<file path="config.mk">
export PLATFORM = sky130hd
export DESIGN_NAME = standard_timer
export DESIGN_NICKNAME = d
export VERILOG_FILES = /design/src/rtl/std_timer_pkg.sv /design/src/rtl/std_timer_edge.sv /design/src/rtl/standard_timer.sv
export SDC_FILE = /design/constraint.sdc
export NUM_CORES = 1
export LEC_CHECK = 0
export ABC_CLOCK_PERIOD_IN_PS = 5300
export CORE_ASPECT_RATIO = 0.9
export CORE_MARGIN = 5
export CORE_UTILIZATION = 52
export DETAILED_ROUTE_END_ITERATION = 16
export DONT_BUFFER_PORTS = 1
export HOLD_SLACK_MARGIN = 0.1
export PLACE_DENSITY = 0.67
export SLEW_MARGIN = 40
export SYNTH_ARGS = -nofsm -noshare
export SYNTH_HDL_FRONTEND = slang
export SYNTH_SLANG_ARGS = --single-unit
</file>
<file path="constraint.sdc">
create_clock -name SYS_CLK_I -period 5.3 [get_ports SYS_CLK_I]
set_input_delay 0.265 -clock SYS_CLK_I [delete_from_list [all_inputs] [get_ports SYS_CLK_I]]
set_output_delay 0.265 -clock SYS_CLK_I [all_outputs]
set_load 0.005 [all_outputs]
</file>
<file path="src/rtl/std_timer_pkg.sv">
package std_timer_pkg;

    // Register indices (word addresses, byte address = index * 4)
    localparam logic [2:0] REG_CTRL_CLOCK_RUN   = 3'h0;
    localparam logic [2:0] REG_CTRL_MODE_OUTPUT = 3'h1;
    localparam logic [2:0] REG_COUNT_LOW        = 3'h2;
    localparam logic [2:0] REG_COUNT_HIGH       = 3'h3;
    localparam logic [2:0] REG_MATCH_A_LOW      = 3'h4;
    localparam logic [2:0] REG_MATCH_A_HIGH     = 3'h5;
    localparam logic [2:0] REG_EVENT_STATUS     = 3'h6;
    localparam int         ADDR_LSB             = 2;

    // Control register 0 fields
    localparam int CR0_PAUSE   = 7;
    localparam int CR0_CLK_HI  = 6;
    localparam int CR0_CLK_LO  = 4;
    localparam int CR0_RUN     = 3;
    localparam int CR0_PER_HI  = 2;
    localparam int CR0_PER_LO  = 0;

    // Control register 1 fields
    localparam int CR1_MODE_HI = 7;
    localparam int CR1_MODE_LO = 6;
    localparam int CR1_IO_HI   = 5;
    localparam int CR1_IO_LO   = 4;
    localparam int CR1_INIT    = 3;
    localparam int CR1_POL     = 2;
    localparam int CR1_CLR_SEL = 0;

    localparam logic [7:0] CTRL_RESET = 8'h00;
    localparam int         CNT_W      = 10;
    localparam int         PER_W      = 3;

    // Modes
    localparam logic [1:0] MODE_COMPARE = 2'h0;
    localparam logic [1:0] MODE_CAPTURE = 2'h1;
    localparam logic [1:0] MODE_PWM     = 2'h2;
    localparam logic [1:0] MODE_TIMER   = 2'h3;

    // Pin action codes
    localparam logic [1:0] ACT_NONE   = 2'h0;
    localparam logic [1:0] ACT_LOW    = 2'h1;
    localparam logic [1:0] ACT_HIGH   = 2'h2;
    localparam logic [1:0] ACT_TOGGLE = 2'h3;
    localparam logic [1:0] ACT_RISE   = 2'h0;
    localparam logic [1:0] ACT_FALL   = 2'h1;
    localparam logic [1:0] ACT_SINGLE = 2'h3;

    // Clock select codes
    localparam logic [2:0] CK_SYS_DIV4 = 3'h0;
    localparam logic [2:0] CK_SYS      = 3'h1;
    localparam logic [2:0] CK_H_DIV16  = 3'h2;
    localparam logic [2:0] CK_H_DIV64  = 3'h3;
    localparam logic [2:0] CK_SUB_A    = 3'h4;
    localparam logic [2:0] CK_SUB_B    = 3'h5;
    localparam logic [2:0] CK_EXT_RISE = 3'h6;
    localparam logic [2:0] CK_EXT_FALL = 3'h7;

    localparam logic [7:0] DIV_SYS  = 8'h04;
    localparam logic [7:0] DIV_H16  = 8'h10;
    localparam logic [7:0] DIV_H64  = 8'h40;

endpackage

</file>
<file path="src/rtl/std_timer_edge.sv">
`timescale 1ns/10ps
// Two-stage synchroniser with rise and fall detection on the settled stage
module std_timer_edge (
    // Clock and reset
    input  wire logic SYS_CLK_I,
    input  wire logic RESET_I,
    // Pin and edges
    input  wire logic pin_i,
    output logic      level_o,
    output logic      rise_o,
    output logic      fall_o
);
    logic meta;
    logic sync;
    logic prev;

    always_ff @(posedge SYS_CLK_I) begin
        if (RESET_I) begin
            meta <= 1'b0;
            sync <= 1'b0;
            prev <= 1'b0;
        end else begin
            meta <= pin_i;
            sync <= meta;
            prev <= sync;
        end
    end

    assign level_o = sync;
    assign rise_o  = sync & ~prev;
    assign fall_o  = ~sync & prev;
endmodule

</file>
<file path="src/rtl/standard_timer.sv">
// The implementer's own choices: the Wishbone register port and the address map.
`timescale 1ns/10ps
module standard_timer
    import std_timer_pkg::*;
#(
    parameter int CNT_WIDTH = CNT_W
) (
    // Clock and reset
    input  wire logic        SYS_CLK_I,
    input  wire logic        RESET_I,
    // Wishbone slave
    input  wire logic        CYC_I,
    input  wire logic        STB_I,
    input  wire logic        WE_I,
    input  wire logic [3:0]  SEL_I,
    input  wire logic [4:0]  ADR_I,
    input  wire logic [31:0] DAT_I,
    output logic [31:0]      DAT_O,
    output logic             ACK_O,
    output logic             ERR_O,
    // Other clock sources
    input  wire logic        H_CLK_TICK_I,
    input  wire logic        SUB_CLK_TICK_I,
    // Pins
    input  wire logic        EXT_CLOCK_PIN_I,
    input  wire logic        CAPTURE_PIN_I,
    output logic             TIMER_OUTPUT_PIN_O,
    // Events
    output logic             MATCH_A_REQ_O,
    output logic             MATCH_P_REQ_O,
    output logic             CAPTURE_EVENT_O
);

    if (CNT_WIDTH != CNT_W) begin : g_width_check
        $error("counter width must be ten");
    end

    ////////////////////////////////////////////////////////////////////////
    // Registers
    logic [7:0]           ctrl_clock_run;
    logic [7:0]           ctrl_mode_output;
    logic [CNT_WIDTH-1:0] match_a_value;
    logic [CNT_WIDTH-1:0] count;
    logic [CNT_WIDTH-1:0] capture_value;
    logic [7:0]           low_buffer;
    logic                 run_prev;
    logic                 out_level;
    logic                 pulse_active;
    logic [7:0]           pre_div;
    logic                 ack;
    logic [31:0]          rd_data;

    wire       count_pause        = ctrl_clock_run[CR0_PAUSE];
    wire [2:0] clock_select       = ctrl_clock_run[CR0_CLK_HI:CR0_CLK_LO];
    wire       timer_run          = ctrl_clock_run[CR0_RUN];
    wire [2:0] period_match_field = ctrl_clock_run[CR0_PER_HI:CR0_PER_LO];
    wire [1:0] mode               = ctrl_mode_output[CR1_MODE_HI:CR1_MODE_LO];
    wire [1:0] pin_action_select  = ctrl_mode_output[CR1_IO_HI:CR1_IO_LO];
    wire       output_initial_level = ctrl_mode_output[CR1_INIT];
    wire       out_polarity       = ctrl_mode_output[CR1_POL];
    wire       clear_source_select = ctrl_mode_output[CR1_CLR_SEL];

    ////////////////////////////////////////////////////////////////////////
    // Bus decode
    // An error answer also blocks a second take while the master still holds
    wire       req      = CYC_I & STB_I & ~ack & ~ERR_O;
    wire [2:0] reg_idx  = ADR_I[ADDR_LSB+2:ADDR_LSB];
    wire       mapped   = (ADR_I[1:0] == 2'h0) && (reg_idx <= REG_EVENT_STATUS);
    wire       lane0    = SEL_I[0];
    wire       wr       = req & WE_I & mapped & lane0;
    wire       rd       = req & ~WE_I & mapped;
    wire       wr_cr0   = wr && (reg_idx == REG_CTRL_CLOCK_RUN);
    wire       wr_cr1   = wr && (reg_idx == REG_CTRL_MODE_OUTPUT);
    wire       wr_a_lo  = wr && (reg_idx == REG_MATCH_A_LOW);
    wire       wr_a_hi  = wr && (reg_idx == REG_MATCH_A_HIGH);
    wire       rd_c_hi  = rd && (reg_idx == REG_COUNT_HIGH);
    wire       rd_a_hi  = rd && (reg_idx == REG_MATCH_A_HIGH);

    ////////////////////////////////////////////////////////////////////////
    // Pin synchronisers
    logic ck_rise, ck_fall;
    logic cap_level, cap_rise, cap_fall;

    std_timer_edge u_ck_edge (
        .SYS_CLK_I (SYS_CLK_I),
        .RESET_I   (RESET_I),
        .pin_i     (EXT_CLOCK_PIN_I),
        .level_o   (),
        .rise_o    (ck_rise),
        .fall_o    (ck_fall)
    );

    std_timer_edge u_cap_edge (
        .SYS_CLK_I (SYS_CLK_I),
        .RESET_I   (RESET_I),
        .pin_i     (CAPTURE_PIN_I),
        .level_o   (cap_level),
        .rise_o    (cap_rise),
        .fall_o    (cap_fall)
    );

    ////////////////////////////////////////////////////////////////////////
    // Clock source selection
    wire [7:0] div_limit = (clock_select == CK_SYS_DIV4) ? DIV_SYS :
                           (clock_select == CK_H_DIV16)  ? DIV_H16 : DIV_H64;
    wire       div_src   = (clock_select == CK_SYS_DIV4) ? 1'b1 : H_CLK_TICK_I;
    wire       div_wrap  = div_src && (pre_div == div_limit - 8'h01);
    wire [7:0] next_pre_div = !div_src ? pre_div :
                              div_wrap ? 8'h00 : pre_div + 8'h01;

    logic tick_src;
    always_comb begin
        case (clock_select)
            CK_SYS_DIV4, CK_H_DIV16, CK_H_DIV64: tick_src = div_wrap;
            CK_SYS:                              tick_src = 1'b1;
            CK_SUB_A, CK_SUB_B:                  tick_src = SUB_CLK_TICK_I;
            CK_EXT_RISE:                         tick_src = ck_rise;
            CK_EXT_FALL:                         tick_src = ck_fall;
            default:                             tick_src = 1'b0;
        endcase
    end

    ////////////////////////////////////////////////////////////////////////
    // Counter and comparators
    wire run_start = timer_run & ~run_prev;
    wire tick      = timer_run & ~count_pause & tick_src;
    wire [CNT_WIDTH-1:0] cnt_max = {CNT_WIDTH{1'b1}};

    wire match_a   = tick && (count == match_a_value);
    wire p_zero    = (period_match_field == 3'h0);
    // Period is field*128 counter ticks (1024 for field 0), so match on the last count before the boundary
    wire [PER_W-1:0] per_last = period_match_field - 3'h1;
    wire match_p   = tick && (p_zero ? (count == cnt_max)
                     : (count[CNT_WIDTH-1:CNT_WIDTH-PER_W] == per_last
                        && count[CNT_WIDTH-PER_W-1:0] == cnt_max[CNT_WIDTH-PER_W-1:0]));
    wire pwm_mode  = (mode == MODE_PWM);
    wire clr_a     = pwm_mode ? 1'b0 : clear_source_select;
    wire clear_hit = clr_a ? match_a : match_p;
    wire p_req     = match_p & ~clr_a;
    wire single    = pwm_mode && (pin_action_select == ACT_SINGLE);

    wire [CNT_WIDTH-1:0] next_count =
        run_start ? '0 :
        clear_hit ? '0 :
        tick      ? count + 1'b1 : count;

    // Output pin behaviour
    logic next_out;
    always_comb begin
        next_out = out_level;
        if (run_start) begin
            next_out = output_initial_level;
        end else if (mode == MODE_COMPARE && match_a) begin
            case (pin_action_select)
                ACT_LOW:    next_out = 1'b0;
                ACT_HIGH:   next_out = 1'b1;
                ACT_TOGGLE: next_out = ~out_level;
                default:    next_out = out_level;
            endcase
        end else if (pwm_mode) begin
            case (pin_action_select)
                ACT_NONE:   next_out = ~output_initial_level;
                2'h1:       next_out = output_initial_level;
                2'h2:       next_out = (next_count < match_a_value)
                                       ? output_initial_level : ~output_initial_level;
                default:    next_out = pulse_active ? output_initial_level
                                                    : ~output_initial_level;
            endcase
        end
    end

    // Single pulse: pin edge triggers, comparator A match ends
    wire next_pulse = (single && ck_rise && timer_run) ? 1'b1 :
                      (match_a || !timer_run) ? 1'b0 : pulse_active;

    // Capture edge
    logic cap_edge;
    always_comb begin
        case (pin_action_select)
            ACT_RISE: cap_edge = cap_rise;
            ACT_FALL: cap_edge = cap_fall;
            default:  cap_edge = cap_rise | cap_fall;
        endcase
    end
    wire capture = (mode == MODE_CAPTURE) && timer_run && cap_edge;

    ////////////////////////////////////////////////////////////////////////
    // Byte buffer
    wire [7:0] next_buffer = wr_a_lo ? DAT_I[7:0] :
                             rd_c_hi ? count[7:0] :
                             rd_a_hi ? match_a_value[7:0] : low_buffer;

    ////////////////////////////////////////////////////////////////////////
    // Read mux
    always_comb begin
        rd_data = 32'h0000_0000;
        case (reg_idx)
            REG_CTRL_CLOCK_RUN:   rd_data[7:0] = ctrl_clock_run;
            REG_CTRL_MODE_OUTPUT: rd_data[7:0] = ctrl_mode_output;
            REG_COUNT_LOW:        rd_data[7:0] = low_buffer;
            REG_COUNT_HIGH:       rd_data[1:0] = count[CNT_WIDTH-1:8];
            REG_MATCH_A_LOW:      rd_data[7:0] = low_buffer;
            REG_MATCH_A_HIGH:     rd_data[1:0] = match_a_value[CNT_WIDTH-1:8];
            REG_EVENT_STATUS:     rd_data[CNT_WIDTH:0] = {cap_level, capture_value};
            default:              rd_data = 32'h0000_0000;
        endcase
    end

    ////////////////////////////////////////////////////////////////////////
    // State
    always_ff @(posedge SYS_CLK_I) begin
        if (RESET_I) begin
            ctrl_clock_run   <= CTRL_RESET;
            ctrl_mode_output <= CTRL_RESET;
            match_a_value    <= '0;
            count            <= '0;
            capture_value    <= '0;
            low_buffer       <= 8'h00;
            run_prev         <= 1'b0;
            out_level        <= 1'b0;
            pulse_active     <= 1'b0;
            pre_div          <= 8'h00;
        end else begin
            if (wr_cr0) ctrl_clock_run <= DAT_I[7:0];
            if (wr_cr1) ctrl_mode_output <= DAT_I[7:0];
            if (wr_a_hi) match_a_value <= {DAT_I[1:0], low_buffer};
            if (capture) capture_value <= count;
            count        <= next_count;
            low_buffer   <= next_buffer;
            run_prev     <= timer_run;
            out_level    <= next_out;
            pulse_active <= next_pulse;
            pre_div      <= next_pre_div;
        end
    end

    always_ff @(posedge SYS_CLK_I) begin
        if (RESET_I) begin
            ack           <= 1'b0;
            DAT_O         <= 32'h0000_0000;
            ERR_O         <= 1'b0;
            MATCH_A_REQ_O <= 1'b0;
            MATCH_P_REQ_O <= 1'b0;
            CAPTURE_EVENT_O <= 1'b0;
        end else begin
            ack           <= req & mapped;
            ERR_O         <= req & ~mapped;
            DAT_O         <= rd ? rd_data : 32'h0000_0000;
            MATCH_A_REQ_O <= match_a | (capture & cap_edge);
            MATCH_P_REQ_O <= p_req;
            CAPTURE_EVENT_O <= capture;
        end
    end

    assign ACK_O              = ack;
    assign TIMER_OUTPUT_PIN_O = (mode == MODE_TIMER) ? 1'b0 : out_level ^ out_polarity;
endmodule

</file>
# Word level (Yosys, flattened, before mapping)
# Index checks and enable logic that the tools add are counted.
[word_totals] reg_bits=108 out_inout_bits=38 wordCells=153
[op_classes] add_sub_neg=4 order_cmp=2 eq_ne=25 n_mux=27 n_bitwise=37 reduce_logical=34
[ops] cell="$mux 8" n=4
[ops] cell="$mux 10" n=3
[ops] cell="$pmux 6 s4" n=1
[ops] cell="$eq 3x3->1 const B" n=7
[ops] cell="$and 1x1->1" n=19
[ops] cell="$logic_and 1x1->1" n=17
[ops] cell="$not 1->1" n=15
[ops] cell="$mux 7" n=2
[ops] cell="$eq 3x2->1 const B" n=4
[ops] cell="$mux 1" n=12
[ops] cell="$pmux 2 s6" n=1
[ops] cell="$add 10x1->10 const B" n=1
[ops] cell="$eq 10x10->1" n=1
[ops] cell="$eq 10x10->1 const B" n=1
[ops] cell="$lt 10x10->1" n=1
[ops] cell="$logic_not 3->1" n=3
[ops] cell="$add 8x1->8 const B" n=1
[ops] cell="$eq 2x2->1 const B" n=4
[ops] cell="$eq 8x8->1" n=1
[ops] cell="$sub 7x1->8 const B" n=1
[ops] cell="$eq 7x7->1 const B" n=1
[ops] cell="$eq 3x1->1 const B" n=2
[ops] cell="$logic_not 2->1" n=3
[ops] cell="$pmux 1 s3" n=2
[ops] cell="16 further kinds" n=22

# Depth between registers and ports, before layout
[depth] depth_word=18 ltp_mapped=17

# Hierarchy
# Synthesis repeated with hierarchy kept, for this count alone.
[hier_totals] hier_cells=532 area_unflattened_um2=4603.2
[by_module_without_submodules] module="standard_timer" n_inst=1 cells_each=516 area_each_um2=4420.5 seq_area_each_um2=1621.6
[by_module_without_submodules] module="std_timer_edge" n_inst=2 cells_each=8 area_each_um2=91.3 seq_area_each_um2=60.1

# Worst setup path before layout
# No wires, ideal clock.
[synth_path] kind="reg-to-reg" start="register ctrl_clock_run[0]" end="register out_level" t_arrival_ns=3.548 t_required_ns=5.170 setup_slack_ns=1.622 path_stages_with_launch=18 n_path_buf=1 synth_period_minus_slack_ns=3.678 cell_sequence="dfxtp_1 -> inv_1 -> ha_1 -> xnor2_1 -> or4_1 -> a21o_1 -> a21boi_4 -> o21ai_2 -> buf_2 -> nor2_1 -> ha_1 -> a21o_1 -> a21o_1 -> a211o_1 -> o211ai_1 -> a21oi_1 -> a211oi_1 -> nor4_2"
[synth_via] elab_chain_cells=14 elab_cells_between_ends=15
[synth_lines] item="start, declared" line_no="standard_timer.sv:40" text="logic [7:0] ctrl_clock_run;"
[synth_lines] item="start signal, assigned" line_no="standard_timer.sv:224" text="if (wr_cr0) ctrl_clock_run <= DAT_I[7:0];"
[synth_lines] item="$sub 3x1->3" line_no="standard_timer.sv:132" text="wire [PER_W-1:0] per_last = period_match_field - 3'h1;"
[synth_lines] item="$eq 3x3->1" line_no="standard_timer.sv:134" text=": (count[CNT_WIDTH-1:CNT_WIDTH-PER_W] == per_last"
[synth_lines] item="$logic_and 1x1->1" line_no="standard_timer.sv:135" text="&& count[CNT_WIDTH-PER_W-1:0] == cnt_max[CNT_WIDTH-PER_W-1:0]));"
[synth_lines] item="$mux 1 (*)" line_no="standard_timer.sv:133" text="wire match_p = tick && (p_zero ? (count == cnt_max)"
[synth_lines] item="$logic_and 1x1->1 (*)" line_no="standard_timer.sv:133"
[synth_lines] item="$mux 1 (*)" line_no="standard_timer.sv:138" text="wire clear_hit = clr_a ? match_a : match_p;"
[synth_lines] item="$mux 10 (*)" line_no="standard_timer.sv:144" text="clear_hit ? '0 :"
[synth_lines] item="$mux 10 (*)" line_no="standard_timer.sv:143" text="run_start ? '0 :"
[synth_lines] item="via next_count[3]" line_no="standard_timer.sv:142" text="wire [CNT_WIDTH-1:0] next_count ="
[synth_lines] item="$lt 10x10->1 (*)" line_no="standard_timer.sv:164" text="2'h2: next_out = (next_count < match_a_value)"
[synth_lines] item="$mux 1 (*)" line_no="standard_timer.sv:165" text="? output_initial_level : ~output_initial_level;"
[synth_lines] item="$pmux 1 s3 (*)" line_no="standard_timer.sv:161" text="case (pin_action_select)"
[synth_lines] item="$mux 1 (*)" line_no="standard_timer.sv:160" text="end else if (pwm_mode) begin"
[synth_lines] item="$mux 1 (*)" line_no="standard_timer.sv:153" text="end else if (mode == MODE_COMPARE && match_a) begin"
[synth_lines] item="$mux 1 (*)" line_no="standard_timer.sv:151" text="if (run_start) begin"
[synth_lines] item="end signal, assigned" line_no="standard_timer.sv:231" text="out_level <= next_out;"
[synth_lines] item="end, declared" line_no="standard_timer.sv:47" text="logic out_level;"
# Mark *: on every way through the listed nets, which the timed path passes. The rest lies on a longest branch. The select of a mux whose other input is x is not followed.
# A chain may end at the register's enable or synchronous reset.

# Worst setup path after layout
# Ends and elaborated chain as after synthesis.

==> impl_metrics.py <==
metrics = {
    "status": {
        "outcome": "finished clean",
    },
    "placed_design": {
        "dpl.cell_count": 614,
        "numPortBuffers": 0,
        "routabilityCongestion": 0.8978,
        "dp_hpwl_um": 7974,
    },
    "cells_and_area": {
        "nNetsFinal": 585,
        "layout_commonest_cell": "dfxtp_1",
        "post-route-util": 0.5718,
        "drive_gt1_frac": 0.08000,
        "syn_to_final_growth_pct": 8.020,
        "fin_cells": 644,
        "most-common-layout-cells": "dfxtp_1, nor2_1, nand2_1, mux2i_1, nor3_1",
        "diodes": 0,
    },
    "cts": {
        "cts.reportedPaths.clkPinSlew_ns": 0.09,
        "h-tree-depth": 3,
        "root_buffer": "clkbuf_8",
        "cts_buffers": 9,
        "clock_insertion_delay_worst_skew_ns": 0.36,
        "cts_tree": "yes",
        "ctsResizeCount": 0,
        "cts.sinks": 87,
        "cts_buffer_depth": 2,
    },
    "logic_synthesis": {
        "seq_area_frac_synth": 0.3876,
        "synthAdderAreaFrac": 0.04177,
        "yosys_warnings": 0,
        "synth-seq-cells": 87,
        "synth-edff-count": 0,
        "netlist_instances": 519,
        "synthMuxAreaShare": 0.1041,
        "synth_ff_type": "dfxtp_1",
        "synth_top_family_by_area": "simple AND/OR/NAND/NOR gates",
        "synth_compound_area_frac": 0.1030,
        "yosys.area_share.simple": 0.2309,
        "ys_types": 58,
        "synthesis.area_um2": 4493,
        "ys_async_sr_fraction": 0,
        "syn_area_per_cell_um2": 8.657,
        "synth_xor_area_frac": 0.05792,
    },
    "routing": {
        "avgViaCountPerCell": 5.787,
        "ant_nets": 0,
        "dr.pass1.iters": 7,
        "drc": 0,
        "vias": 3727,
        "finalWirelength_um": 11240,
        "drtIter0Drc": 430,
        "wl_per_cell_um": 17.46,
    },
    "global_route": {
        "grt_max_degree": 69,
        "grt_usage": 0.2161,
        "use_met1": 0.3112,
        "met3_usage": 0.03833,
        "grt-ovfl-total": 0,
        "grt.busiest_layer": "met2",
        "antenna_found_initial": 0,
        "use_met2": 0.3346,
        "grt_pass1_wl_um": 17930,
        "grt_pass1_vias": 3461,
    },
    "die": {
        "core_um2": 8488,
        "num_rows": 32,
        "die_y_um": 98.19,
        "dieArea_um2": 10600,
        "fp.dieW_um": 108.0,
        "io_pins": 88,
        "start_util": 0.5293,
    },
    "timing": {
        "worst_pin_slew_ns": 0.6324,
        "fin_skew_ns": 0.01135,
        "setup_viol": 0,
        "slew_headroom": 0.5761,
        "rsz0062_at_grt": "no",
        "fin_crit_ns": 3.868,
        "finalCritPeriodShare": 0.7299,
        "timing.setup.tns_ns": 0,
        "hold_viol": 0,
        "drv_slew": 0,
        "fmax_ghz": 0.2585,
    },
    "power": {
        "power_frac_clock": 0.423,
        "p_switching_uw": 287.6,
        "p_leak_uw": 0.001945,
        "max-vdd-ir-drop_mv": 0.1848,
        "p_per_area_nw_per_um2": 255.1,
        "power_uw": 1238,
        "p_sw_frac": 0.2323,
        "p_seq_frac": 0.537,
        "p_int_uw": 950.3,
        "comb_power_share": 0.041,
    },
    "worst_setup_path": {
        "startpoint_type": "flip-flop",
        "critPathCaptureType": "flip-flop",
        "cp_top_family": "compound AO/OA/AOI/OAI gates",
        "worstPathArrival_ns": 4.11,
        "crit_path_frequent_cell": "a21o_1",
        "path_cells": "inv_1 > ha_1 > xnor2_1 > or4_1 > a21o_1 > a21boi_4 > o21ai_2 > buf_4 > nor2_1 > ha_1 > a21o_1 > a21o_1 > a211o_1 > o211ai_1 > a21oi_1 > a211oi_1 > nor4_2",
        "crit_type": "flip-flop to flip-flop",
        "required_ns": 5.54,
        "cp_slowest_stage_delay_ns": 0.47,
        "path_max_fanout": 19,
        "path_buf_inv": 2,
        "cp_slowest_cell": "or4_1",
    },
    "worst_hold_path": {
        "hp-class": "input port to flip-flop",
    },
    "flow_run": {
        "drv_cap": 0,
    },
}
power groups by stage:
stage	combinational, uW	sequential (uW)	clock (uW)
2_1_floorplan	46.6	678	0
3_3_place_gp	28.1	679	0
3_5_place_dp	29.2	680	0
4_1_cts	49.5	664	537
5_1_grt	55.8	666	563
6_report	50.4	664	523
sequential cells by signal (all words and copies together) (netlist names), 8 cells and up:
register / flops
ctrl_mode_output: 8
capture_value: 10
DAT_O: 11
count: 10
ctrl_clock_run: 8
pre_div: 8
low_buffer: 8
match_a_value: 10
final timing paths:
kind / end / start / slack [ns] / depth (start not counted)
setup / recovery: out_level / ctrl_clock_run[0] / 1.43 / 17
hold / removal: DAT_O[0] / RESET_I / 0.13 / 2
setup reg to reg: out_level / ctrl_clock_run[0] / 1.43 / 17
hold reg to reg: u_cap_edge.level_o / u_cap_edge.meta / 0.44 / 1
metrics by stage:
stage	setup slack, ns	hold slack (ns)	instance area [um2]
final	1.432	0.1300	4853
after global routing	1.226	0.1225	4853
after CTS	1.463	0.1084	4853
after detailed placement	1.473	0.3426	4472
after global placement	1.522	0.3400	4461
after floorplan	1.622	0.3932	4568
cells in the mapped netlist (all sizes together) (2+ instances only):
| cell type | instances | area, um2 |
|---|---|---|
| clkbuf | 18 | 67.56 |
| or2 | 2 | 12.51 |
| xnor2 | 13 | 113.9 |
| o22ai | 8 | 50.05 |
| nor2 | 73 | 281.5 |
| nand2b | 4 | 25.02 |
| or3 | 4 | 25.02 |
| ha | 15 | 187.7 |
| nand3b | 2 | 15.01 |
| dfxtp | 87 | 1742 |
| nor2b | 13 | 81.33 |
| or4 | 2 | 15.01 |
| a211oi | 3 | 22.52 |
| a21oi | 19 | 95.09 |
| xor2 | 14 | 122.6 |
| o211ai | 2 | 15.01 |
| a222oi | 6 | 60.06 |
| buf | 28 | 196.4 |
| a22oi | 2 | 15.01 |
| inv | 18 | 67.56 |
| nand3 | 11 | 55.05 |
| nand2 | 40 | 150.1 |
| nand4 | 12 | 75.07 |
| and3b | 2 | 17.52 |
| nand4b | 3 | 26.28 |
| o21ai | 13 | 68.81 |
| and3 | 5 | 31.28 |
| mux2 | 14 | 157.7 |
| nor4 | 3 | 31.28 |
| nor3 | 28 | 145.1 |
| a21o | 3 | 22.52 |
| mux2i | 31 | 310.3 |
| and2 | 5 | 31.28 |
cell families (layout without fill, tap and decap cells):
logic type | after synthesis | after routing
simple gates | 211 | 211
buf+inv | 64 | 50
xor+xnor | 28 | 28
fa+ha+maj | 15 | 15
other cells | 1 | 21
flops | 87 | 87
mux | 45 | 45
compound gates | 68 | 68
per-layer routing:
metal	part of all wire	vias to the layer above
li1	-	1764
met1	0.44	1789
met2	0.46	159
met3	0.086	15
met4	0.011	0
met5	0	-
area by class of cell:
cell class	instances	area (um2)
Sequential cell	87	1742
Tap cell	119	148.9
Clock buffer	9	123.9
Multi-Input combinational cell	388	2495
Clock inverter	7	100.1
Inverter	18	67.56
Timing Repair Buffer	16	176.4
Fill cell	799	3635
what timing repair did:
item / CTS / global route
hold endpoints to repair: 69 / 0
hold buffers: 14 / 0
buffers inserted: 0 / 0
Power figures use the tool's default switching activity.
